### src/hdl/drf_pkg.sv
// Constants for the dynamic memory refresh sequencer.
// Assumes a 100 MHz controller clock; shared by the sequencer and its timer.
package drf_pkg;

	// ------------------------------------------------------------------
	// Clock and timing
	// ------------------------------------------------------------------
	localparam int CLK_PERIOD_NS = 10;
	localparam int TICK_PERIOD_US = 30;
	localparam int OVERDUE_US = 15;
	localparam int WRITE_BLOCK_NS = 60;
	localparam int STEAL_NS = 450;
	localparam int TICK_CYCLES = TICK_PERIOD_US * 1000 / CLK_PERIOD_NS;
	localparam int OVERDUE_CYCLES = OVERDUE_US * 1000 / CLK_PERIOD_NS;
	// A least time rounds up.
	localparam int WRITE_BLOCK_CYCLES =
		(WRITE_BLOCK_NS + CLK_PERIOD_NS - 1) / CLK_PERIOD_NS;
	localparam int STEAL_CYCLES = STEAL_NS / CLK_PERIOD_NS;

	// ------------------------------------------------------------------
	// Geometry
	// ------------------------------------------------------------------
	localparam int ROW_BITS = 5;
	localparam int ROWS = 32;
	localparam int MODULES = 4;
	localparam int ADDR_BITS = 8;
	localparam int ROW_LSB = 3;
	localparam int SECTION_WORDS = 1024;
	localparam int WORDS_PER_REFRESH = 128;
	localparam logic [ROW_BITS-1:0] ROW_RESET = 5'h00;

	// ------------------------------------------------------------------
	// Sequencer states
	// ------------------------------------------------------------------
	typedef enum logic [1:0] {
		DRF_IDLE = 2'b00,
		DRF_HOST = 2'b01,
		DRF_REFRESH = 2'b10,
		DRF_STEAL = 2'b11
	} drf_state_type;

endpackage : drf_pkg

### src/hdl/drf_refresh.sv
// Refresh sequencer of a dynamic MOS memory controller.
// Assumes the host access timing sits outside: it reports access start,
// access-ready and takes cycle done. All inputs are synchronous.

// Functional notes
// - Cycle all rows, each cell within a millisecond.
// - No refresh while bipolar matrix is selected.
// - One row addressed on all modules together.
// - Free-running 30 us tick paces refresh.
// - Tick sets request flag, gated by dynamic; here every tick sets it and dynamic gates only the latch and watchdog.
// - Latched request starts cycle, drives row count.
// - Access in progress blocks request latching.
// - Block write pulses 60 ns after latch.
// - Done pulse clears flag until next tick.
// - Five-bit row counter advances each tick.
// - Refresh drives every matrix gating level active.
// - Each refresh covers 128 words total.
// - Access ready in refresh gives cycle done.
// - Next refresh waits for next tick edge.
// - Request starts 15 us overdue timer.
// - Overdue forces done, lets refresh latch; here overdue latches the refresh at once and done comes only at steal end.
// - Stolen refresh lasts about 450 ns.
// - Stalled access resumes unchanged after refresh.
// - Steal completion clears flag, cancels timer.
// - Refresh continues in power-down unless supply low.
// - Refresh cycles never report parity errors, save the first cycle of a stolen one.
module drf_refresh #(
	parameter int TICK_CYCLES = drf_pkg::TICK_CYCLES,
	parameter int OVERDUE_CYCLES = drf_pkg::OVERDUE_CYCLES
) (
	input wire logic clock,
	input wire logic nrst,
	input wire logic bipolar_select,
	input wire logic supply_low_warning,
	input wire logic processor_request,
	input wire logic access_ready,
	input wire logic parity_bad,
	input wire logic control_valid,
	input wire logic write_request,
	input wire logic [drf_pkg::ADDR_BITS-1:0] host_address,
	output logic refresh_request_latched,
	output logic refresh_in_progress,
	output logic refresh_row_select,
	output logic [drf_pkg::ROW_BITS-1:0] refresh_row_count,
	output logic [drf_pkg::ADDR_BITS-1:0] matrix_address,
	output logic [drf_pkg::MODULES-1:0] matrix_gating_levels,
	output logic chip_enable_strobe,
	output logic write_pulse,
	output logic cycle_done,
	output logic refresh_overdue,
	output logic parity_error_flag
);

	// ------------------------------------------------------------------
	// Local constants
	// ------------------------------------------------------------------
	localparam int RB = drf_pkg::ROW_BITS;
	localparam int AB = drf_pkg::ADDR_BITS;
	localparam int WB_BITS = $clog2(drf_pkg::WRITE_BLOCK_CYCLES + 1);
	localparam int ST_BITS = $clog2(drf_pkg::STEAL_CYCLES + 1);
	localparam logic [WB_BITS-1:0] WB_LAST =
		WB_BITS'(drf_pkg::WRITE_BLOCK_CYCLES);
	localparam logic [ST_BITS-1:0] ST_LAST =
		ST_BITS'(drf_pkg::STEAL_CYCLES - 1);
	localparam logic [drf_pkg::MODULES-1:0] ALL_GATES = '1;

	// ------------------------------------------------------------------
	// State
	// ------------------------------------------------------------------
	drf_pkg::drf_state_type state_q, state_d;
	logic req_flag_q, req_flag_d;
	logic [RB-1:0] row_q, row_d;
	logic [WB_BITS-1:0] wb_cnt_q, wb_cnt_d;
	logic [ST_BITS-1:0] st_cnt_q, st_cnt_d;
	logic [AB-1:0] maddr_q, maddr_d;
	logic [drf_pkg::MODULES-1:0] gates_q, gates_d;
	logic latched_q, latched_d;
	logic inprog_q, inprog_d;
	logic select_q, select_d;
	logic cen_q, cen_d;
	logic wr_q, wr_d;
	logic done_q, done_d;
	logic overdue_q, overdue_d;
	logic perr_q, perr_d;
	logic tick;
	logic od_expire;
	logic run_tick;
	logic dynamic;
	logic od_run;

	// The tick stops only on supply low; power-down alone keeps it going.
	assign run_tick = !supply_low_warning;
	assign dynamic = !bipolar_select;
	assign od_run = req_flag_q && dynamic && !supply_low_warning;

	// ------------------------------------------------------------------
	// Pacing tick and overdue watchdog
	// ------------------------------------------------------------------
	// Both are plain cycle counts so simulation may shorten them.
	drf_timer #(.COUNT(TICK_CYCLES), .FREE_RUN(1'b1)) u_tick (
		.clock(clock),
		.nrst(nrst),
		.run(run_tick),
		.restart(1'b0),
		.expire(tick)
	);

	drf_timer #(.COUNT(OVERDUE_CYCLES), .FREE_RUN(1'b0)) u_overdue (
		.clock(clock),
		.nrst(nrst),
		.run(od_run),
		.restart(1'b0),
		.expire(od_expire)
	);

	// ------------------------------------------------------------------
	// Request flag and row counter
	// ------------------------------------------------------------------
	// Set wins over clear, so a tick landing on the clearing cycle survives.
	always_comb
	begin
		req_flag_d = req_flag_q;
		row_d = row_q;
		if ((state_q == drf_pkg::DRF_REFRESH ||
			state_q == drf_pkg::DRF_STEAL) && done_d)
			req_flag_d = 1'b0;
		if (tick)
		begin
			req_flag_d = 1'b1;
			row_d = row_q + RB'(1);
		end
	end

	// ------------------------------------------------------------------
	// Cycle sequencer
	// ------------------------------------------------------------------
	// A host access in progress blocks the refresh latch. If the host
	// access stalls past the watchdog, a refresh is stolen from it and
	// the host access resumes afterwards with its levels untouched.
	always_comb
	begin
		state_d = state_q;
		wb_cnt_d = wb_cnt_q;
		st_cnt_d = st_cnt_q;
		done_d = 1'b0;
		overdue_d = 1'b0;
		case (state_q)
			drf_pkg::DRF_IDLE:
			begin
				wb_cnt_d = '0;
				st_cnt_d = '0;
				if (req_flag_q && dynamic)
					state_d = drf_pkg::DRF_REFRESH;
				else if (processor_request)
					state_d = drf_pkg::DRF_HOST;
			end
			drf_pkg::DRF_HOST:
			begin
				// The host owns the cycle, so the refresh latch is held off.
				if (od_expire && access_ready)
				begin
					overdue_d = 1'b1;
					state_d = drf_pkg::DRF_STEAL;
				end
				else if (access_ready && !processor_request)
				begin
					done_d = 1'b1;
					state_d = drf_pkg::DRF_IDLE;
				end
			end
			drf_pkg::DRF_REFRESH:
			begin
				if (wb_cnt_q != WB_LAST)
					wb_cnt_d = wb_cnt_q + WB_BITS'(1);
				if (access_ready && wb_cnt_q == WB_LAST)
				begin
					done_d = 1'b1;
					state_d = drf_pkg::DRF_IDLE;
				end
			end
			drf_pkg::DRF_STEAL:
			begin
				st_cnt_d = st_cnt_q + ST_BITS'(1);
				if (st_cnt_q == ST_LAST)
				begin
					done_d = 1'b1;
					st_cnt_d = '0;
					state_d = drf_pkg::DRF_HOST;
				end
			end
			default:
				state_d = drf_pkg::DRF_IDLE;
		endcase
	end

	// ------------------------------------------------------------------
	// Output levels
	// ------------------------------------------------------------------
	// During refresh every module is gated and the row count sits on
	// address bits 7:3, so one row refreshes on all four modules.
	always_comb
	begin
		latched_d = state_d == drf_pkg::DRF_REFRESH ||
			state_d == drf_pkg::DRF_STEAL;
		inprog_d = latched_d;
		select_d = latched_d;
		maddr_d = host_address;
		gates_d = '0;
		cen_d = processor_request || latched_d;
		if (latched_d)
		begin
			maddr_d = '0;
			maddr_d[drf_pkg::ROW_LSB +: RB] = row_d;
			gates_d = ALL_GATES;
		end
		else if (processor_request)
			gates_d = ALL_GATES;
		// Writes pass only in a host cycle, so they stop as soon as a request latches.
		wr_d = write_request && access_ready &&
			state_d == drf_pkg::DRF_HOST && !latched_d;
		// Errors only on processor cycles qualified by control valid.
		perr_d = parity_bad && control_valid &&
			state_q == drf_pkg::DRF_HOST;
	end

	always_ff @(posedge clock)
	begin
		if (!nrst)
		begin
			state_q <= drf_pkg::DRF_IDLE;
			req_flag_q <= 1'b0;
			row_q <= drf_pkg::ROW_RESET;
			wb_cnt_q <= '0;
			st_cnt_q <= '0;
			maddr_q <= '0;
			gates_q <= '0;
			latched_q <= 1'b0;
			inprog_q <= 1'b0;
			select_q <= 1'b0;
			cen_q <= 1'b0;
			wr_q <= 1'b0;
			done_q <= 1'b0;
			overdue_q <= 1'b0;
			perr_q <= 1'b0;
		end
		else
		begin
			state_q <= state_d;
			req_flag_q <= req_flag_d;
			row_q <= row_d;
			wb_cnt_q <= wb_cnt_d;
			st_cnt_q <= st_cnt_d;
			maddr_q <= maddr_d;
			gates_q <= gates_d;
			latched_q <= latched_d;
			inprog_q <= inprog_d;
			select_q <= select_d;
			cen_q <= cen_d;
			wr_q <= wr_d;
			done_q <= done_d;
			overdue_q <= overdue_d;
			perr_q <= perr_d;
		end
	end

	assign refresh_request_latched = latched_q;
	assign refresh_in_progress = inprog_q;
	assign refresh_row_select = select_q;
	assign refresh_row_count = row_q;
	assign matrix_address = maddr_q;
	assign matrix_gating_levels = gates_q;
	assign chip_enable_strobe = cen_q;
	assign write_pulse = wr_q;
	assign cycle_done = done_q;
	assign refresh_overdue = overdue_q;
	assign parity_error_flag = perr_q;

	// ------------------------------------------------------------------
	// Checks
	// ------------------------------------------------------------------
	a_bipolar_no_refresh: assert property (@(posedge clock)
		disable iff (!nrst)
		(bipolar_select && state_q == drf_pkg::DRF_IDLE) |=>
		!refresh_request_latched)
		else $error("refresh latched with bipolar matrix");

	a_refresh_address_row: assert property (@(posedge clock)
		disable iff (!nrst)
		refresh_row_select |->
		matrix_address[drf_pkg::ROW_LSB +: RB] == refresh_row_count)
		else $error("row count not on matrix address");

	a_refresh_all_gates: assert property (@(posedge clock)
		disable iff (!nrst)
		refresh_in_progress |-> matrix_gating_levels == ALL_GATES)
		else $error("gating levels not all active in refresh");

	a_refresh_no_write: assert property (@(posedge clock)
		disable iff (!nrst)
		refresh_request_latched |-> !write_pulse)
		else $error("write pulse during refresh");

	a_row_tick_step: assert property (@(posedge clock)
		disable iff (!nrst)
		tick |=> refresh_row_count == $past(refresh_row_count) + RB'(1))
		else $error("row counter did not advance on tick");

	a_flag_on_tick: assert property (@(posedge clock)
		disable iff (!nrst)
		tick |=> req_flag_q)
		else $error("request flag not set by tick");

	a_host_blocks_latch: assert property (@(posedge clock)
		disable iff (!nrst)
		(state_q == drf_pkg::DRF_HOST && !od_expire) |=>
		!refresh_request_latched)
		else $error("refresh latched during host access");

	a_overdue_steal: assert property (@(posedge clock)
		disable iff (!nrst)
		refresh_overdue |-> refresh_request_latched ##[44:46] cycle_done)
		else $error("stolen refresh length wrong");

	a_done_clears_flag: assert property (@(posedge clock)
		disable iff (!nrst)
		(cycle_done && $past(refresh_request_latched) && !$past(tick))
		|-> !req_flag_q)
		else $error("flag not cleared after refresh");

endmodule : drf_refresh

### src/hdl/drf_timer.sv
// Reloadable down counter; expiry pulses one cycle when free-running, else stays high while run.
// Assumes a single clock and synchronous active-low reset.
module drf_timer #(
	parameter int COUNT = 3000,
	parameter bit FREE_RUN = 1'b1
) (
	input wire logic clock,
	input wire logic nrst,
	input wire logic run,
	input wire logic restart,
	output logic expire
);

	localparam int W = $clog2(COUNT + 1);
	localparam logic [W-1:0] TOP = W'(COUNT - 1);
	localparam logic [W-1:0] ZERO = '0;

	logic [W-1:0] cnt_q;
	logic [W-1:0] cnt_d;
	logic expire_q;
	logic expire_d;

	// Count down while running; reload on restart or at zero when free.
	always_comb
	begin
		cnt_d = cnt_q;
		expire_d = 1'b0;
		if (restart || !run)
			cnt_d = TOP;
		else if (cnt_q == ZERO)
		begin
			expire_d = 1'b1;
			if (FREE_RUN)
				cnt_d = TOP;
		end
		else
			cnt_d = cnt_q - W'(1);
	end

	always_ff @(posedge clock)
	begin
		if (!nrst)
		begin
			cnt_q <= TOP;
			expire_q <= 1'b0;
		end
		else
		begin
			cnt_q <= cnt_d;
			expire_q <= expire_d;
		end
	end

	assign expire = expire_q;

endmodule : drf_timer
### config.mk
export PLATFORM = sky130hd
export DESIGN_NAME = drf_refresh
export DESIGN_NICKNAME = d
export VERILOG_FILES = /design/src/hdl/drf_pkg.sv /design/src/hdl/drf_refresh.sv /design/src/hdl/drf_timer.sv
export SDC_FILE = /design/constraint.sdc
export NUM_CORES = 1
export LEC_CHECK = 0
export ABC_AREA = 1
export BUFFER_PORTS_ARGS = -buffer_cell sky130_fd_sc_hd__buf_2
export CAP_MARGIN = 40
export CORE_ASPECT_RATIO = 1.1
export CORE_UTILIZATION = 40
export DETAILED_ROUTE_END_ITERATION = 12
export PLACE_DENSITY = 0.59
export SYNTH_ARGS = -nofsm -noshare
export SYNTH_HDL_FRONTEND = slang
export SYNTH_SLANG_ARGS = --single-unit
### constraint.sdc
create_clock -name clock -period 2.39 [get_ports clock]
set_input_delay 0.3585 -clock clock [delete_from_list [all_inputs] [get_ports clock]]
set_output_delay 0.3585 -clock clock [all_outputs]
set_load 0.01 [all_outputs]
### Word level (Yosys, flattened, before mapping)

Index checks and enable logic that the tools add are counted.

* flip-flop bits (word level): 60
* input bits: 17

* add/subtract/negate cells: 5
* equal/unequal tests: 10
* muxes and demuxes: 25
* bitwise operators: 1
* reduce and logical (&&, ||, !) cells: 30

Operator list (count)
* $logic_not A12 Y1: 1
* $mux W2: 6
* $pmux W6 S2: 1
* $sub A12 B1 Y12 const B: 1
* $logic_and A1 B1 Y1: 11
* $logic_not A11 Y1: 1
* $sub A11 B1 Y11 const B: 1
* $mux W1: 9
* $eq A2 B2 Y1 const B: 4
* $mux W4: 2
* $mux W8: 1
* $pmux W2 S4: 1
* $add A6 B1 Y6 const B: 1
* $eq A6 B6 Y1 const B: 1
* $mux W6: 1
* $pmux W3 S2: 1
* $reduce_and A2 Y1: 3
* $reduce_bool A2 Y1: 3
* $add A5 B1 Y5 const B: 1
* $mux W5: 1
* $eq A2 B1 Y1 const B: 2
* $logic_not A1 Y1: 4
* $reduce_or A2 Y1: 2
* $add A3 B1 Y3 const B: 1
* other kinds (9): 11

### Longest topological paths before layout

* depth after elaboration: 9
* depth in mapped cells: 11
* mapped depth without buffers: 11

### Modules after synthesis

From an unflattened synthesis, not the netlist that was laid out.

* cells, all modules: 396
* area total of the unflattened synthesis: 2916.5 um2

Modules (own cells, without submodules)
* drf_refresh: times used 1, cells an instance 198, area each 1539.0 um2
* drf_timer (u_overdue): times used 1, cells an instance 103, area each 696.9 um2
* drf_timer (u_tick): times used 1, cells an instance 95, area each 680.7 um2

### Worst setup path after synthesis

OpenSTA, ideal clock, no wires.

* path type: reg-to-reg
* start: register refresh_row_select (netlist name)
* end: register st_cnt_q[5]
* setup time: 0.115 ns
* data arrival time: 1.552 ns
* data required time: 2.275 ns
* slack: 0.722 ns
* stages on the path, launching flop included: 8
* path buffers: 0
* period minus slack after synthesis: 1.668 ns
* cell sequence: dfxtp_1 > inv_1 > ha_1 > nor2_1 > and3_1 > nand3_1 > xor2_1 > nor2_1

RTL lines
* end signal, assigned: line drf_refresh.sv:252 `st_cnt_q <= st_cnt_d;`
* end, declared: line drf_refresh.sv:74 `logic [ST_BITS-1:0] st_cnt_q, st_cnt_d;`

==> flow_summary_export.csv <==
group,metric,value,unit
synthesis,syn_avg_cell_area,7.725,um2
sta,slew_viol_final,0,
pwr,peakVddDrop,0.4375,mV
setup_path,crit_fanout,9,
detailed_routing,drc,0,
sta,tightest_slew,0.3211,ns
sta,finalSetupViolCount,0,
detailed_routing,antenna_left,0,
synthesis,netlist_area,2665,um2
sta,finalClockSkew,0.01148,ns
synthesis,synth_edf_count,0,
grt,grt_max_degree,18,
layout,regArea,1101,um2
clock_network,cts_setup_buffers,0,
synthesis,ys_warn_count,0,
clock_network,clk_path_buf_depth,2,
clock_network,cts-resized-gates,0,
sta,rsz0062_at_grt,"no",
grt,track_usage,15.10,%
die,core,6306,um2
setup_path,setup.worst_path.class,"reg -> reg",
setup_path,slowest_delay,0.52,ns
setup_path,cp-end-kind,"register",
grt,grt_first_pass_wirelength,8.259,mm
die,die_h,87.61,um
layout,nets,413,
synthesis,synth-main-ff-cell,"dfxtp_1",
detailed_routing,num_vias,2163,
pwr,power_density,793.4,nW/um2
sta,slew_headroom,78.49,%
layout,diodes,0,
sta,tns,0,ns
outcome,status,"finished, final reports clean",
grt,antenna_found_initial,0,
setup_path,critPathArrivalTime,1.98,ns
setup_path,start_kind,"register",
die,die_area,6993,um2
job,maxCapViolations,0,
grt,grt_pass1_vias,1972,
layout,syn2layout_area_growth,12.54,%
sta,fin_crit,1.768,ns
layout,multiInputGateArea,1306,um2
synthesis,synth-seq-cells,55,
detailed_routing,wl_per_cell,10.28,um
setup_path,path_cells,"inv_1, ha_1, nor2_1, and3_1, nand3_1, xor2_1, nor2_1",
layout,drive_above_1_share,21.30,%
grt,overflow,0,
layout,fill_cells,660,
synthesis,ys_types,38,
placement,dpl_cell_area,2912,um2
placement,post-place-cells,457,
detailed_routing,drt_wl_total,4.781,mm
detailed_routing,firstDrtPassIters,4,
die,initial_core_util,42.26,%
sta,final_hold_viol_count,0,
sta,fmax,0.5658,GHz
die,ios,42,
sta,final.period_utilization,73.96,%
synthesis,synthCells,345,
detailed_routing,drt_iter0_markers,40,
die,num_rows,30,
setup_path,cp_common_cell,"nor2_1",
pwr,p_leak,1.408,nW
synthesis,seq_area_frac_synth,41.31,%
clock_network,cts_root_buffer,"clkbuf_8",
setup_path,crit_slowest_cell,"dfxtp_1",
clock_network,cts.sinks,55,
clock_network,numCtsBuffers,5,
setup_path,cp.required,2.60,ns
die,die_w,79.83,um
clock_network,insertion_delay,0.31,ns
placement,gp_congestion,0.7880,
layout,instances_no_fill,465,
synthesis,syn-num-nets,374,
layout,final_cell_area,2999,um2
clock_network,cts.clk_slew.worst_paths,0.10,ns
placement,hpwl,3.690,mm
clock_network,htree_levels,2,
clock_network,hold_buffers,0,
detailed_routing,vias_per_cell,4.652,
hold_path,hp-class,"in -> reg",
clock_network,tritoncts,"built",
placement,portBuffers,41,
synthesis,synthArstFlopShare,0,%
layout,fin_util,47.56,%
layout by cell type (no fill, tap or decap), types with 2 or more instances in the layout:
cell type  count
clkinv_2       2
inv_1         46
xnor2_1        3
nand2_8        2
nand3_1       24
a211oi_1       2
dfxtp_1       55
nor2_4         3
nand2_2        4
inv_2          5
clkbuf_8       5
or2_2          4
ha_1          12
nand4_1       10
a21oi_1       14
nor3_2         2
o21ai_0        8
buf_2         41
xor2_1         8
nor2_1        39
nor2_2         5
nor3_1         5
nand2_1       70
critical path, delay by kind of cell (launching register included):
kind                       cells  cell delay, ns
DFF                            1            0.52
adders and majority gates      1            0.37
and+or+nand+nor                4            0.48
xor gates and xnor gates       1            0.14
buffers and inverters          1            0.16
metrics by stage:
stage	power (mW)	hold slack, ns	setup WS, ns
2_1_floorplan	1.734	0.3788	0.7224
3_3_place_gp	1.888	0.3902	0.7009
3_5_place_dp	1.896	0.3949	0.6165
4_1_cts	2.422	0.2412	0.6094
5_1_grt	2.556	0.2583	0.4722
6_report	2.379	0.2533	0.6225
Yosys cell counts, types with 2 or more instances:
cell type / n / area, um2
o21ai_0: 8 / 40.04
nand2_1: 70 / 262.8
dfxtp_1: 55 / 1101
a21oi_1: 14 / 70.07
buf_4: 7 / 52.55
nand2_8: 2 / 40.04
nand3_1: 24 / 120.1
nand4_1: 10 / 62.56
or2_2: 4 / 25.02
nor2_2: 5 / 31.28
nor2_1: 39 / 146.4
a211oi_1: 2 / 15.01
inv_1: 46 / 172.7
xnor2_1: 3 / 26.28
inv_2: 5 / 18.77
ha_1: 12 / 150.1
nor3_1: 5 / 25.02
nor2_4: 3 / 33.78
nand2_2: 4 / 25.02
xor2_1: 8 / 70.07
nor3_2: 2 / 20.02
path summary, 6_finish.rpt:
check                                   startpoint           endpoint  slack (ns)  cells after the start
worst min-delay path                 control_valid  parity_error_flag        0.25                      3
worst max register to register  refresh_row_select        st_cnt_q[5]        0.62                      7
worst max-delay path            refresh_row_select        st_cnt_q[5]        0.62                      7
worst min register to register     u_tick.cnt_q[0]    u_tick.cnt_q[0]        0.41                      1
cells by family after synthesis:
group | Yosys count | share of synthesized area (%)
AOI/OAI and AO/OA | 33 | 8.264
xor gates and xnor gates | 11 | 3.615
and+or+nand+nor | 173 | 31.50
adders and majority gates | 12 | 5.634
DFF | 55 | 41.31
buffers and inverters | 61 | 9.671
routing by layer:
metal / track usage (%) / vias up / part of all wire, %
met5: 0 / - / 0
met4: 5.357 / 0 / 1.4
met3: 3.646 / 6 / 4.1
met2: 26.42 / 43 / 46
met1: 18.00 / 945 / 48
li1: - / 1169 / -
area by class of cell:
cell class	count	area share [%]
tap	80	3.338
multi-input combinational	229	43.55
inverter	51	6.383
timing repair buffer	42	7.092
clock inverter	3	0.6258
clock buffer	5	2.295
sequential	55	36.71
where the power goes:
group          switching (mW)  internal (mW)
registers              0.0589           1.00
logic                   0.520          0.288
clock network           0.304          0.207
state kept, by name (all words and copies together) (netlist names):
register / cells
u_tick.cnt_q: 12
u_overdue.cnt_q: 11
matrix_address: 8
st_cnt_q: 6
refresh_row_count: 5
wb_cnt_q: 3
cycle_done: 1
matrix_gating_levels: 1
parity_error_flag: 1
refresh_overdue: 1
refresh_row_select: 1
req_flag_q: 1
state_q: 1
u_overdue.expire: 1
u_tick.expire: 1
write_pulse: 1
Power figures use the tool's default switching activity.
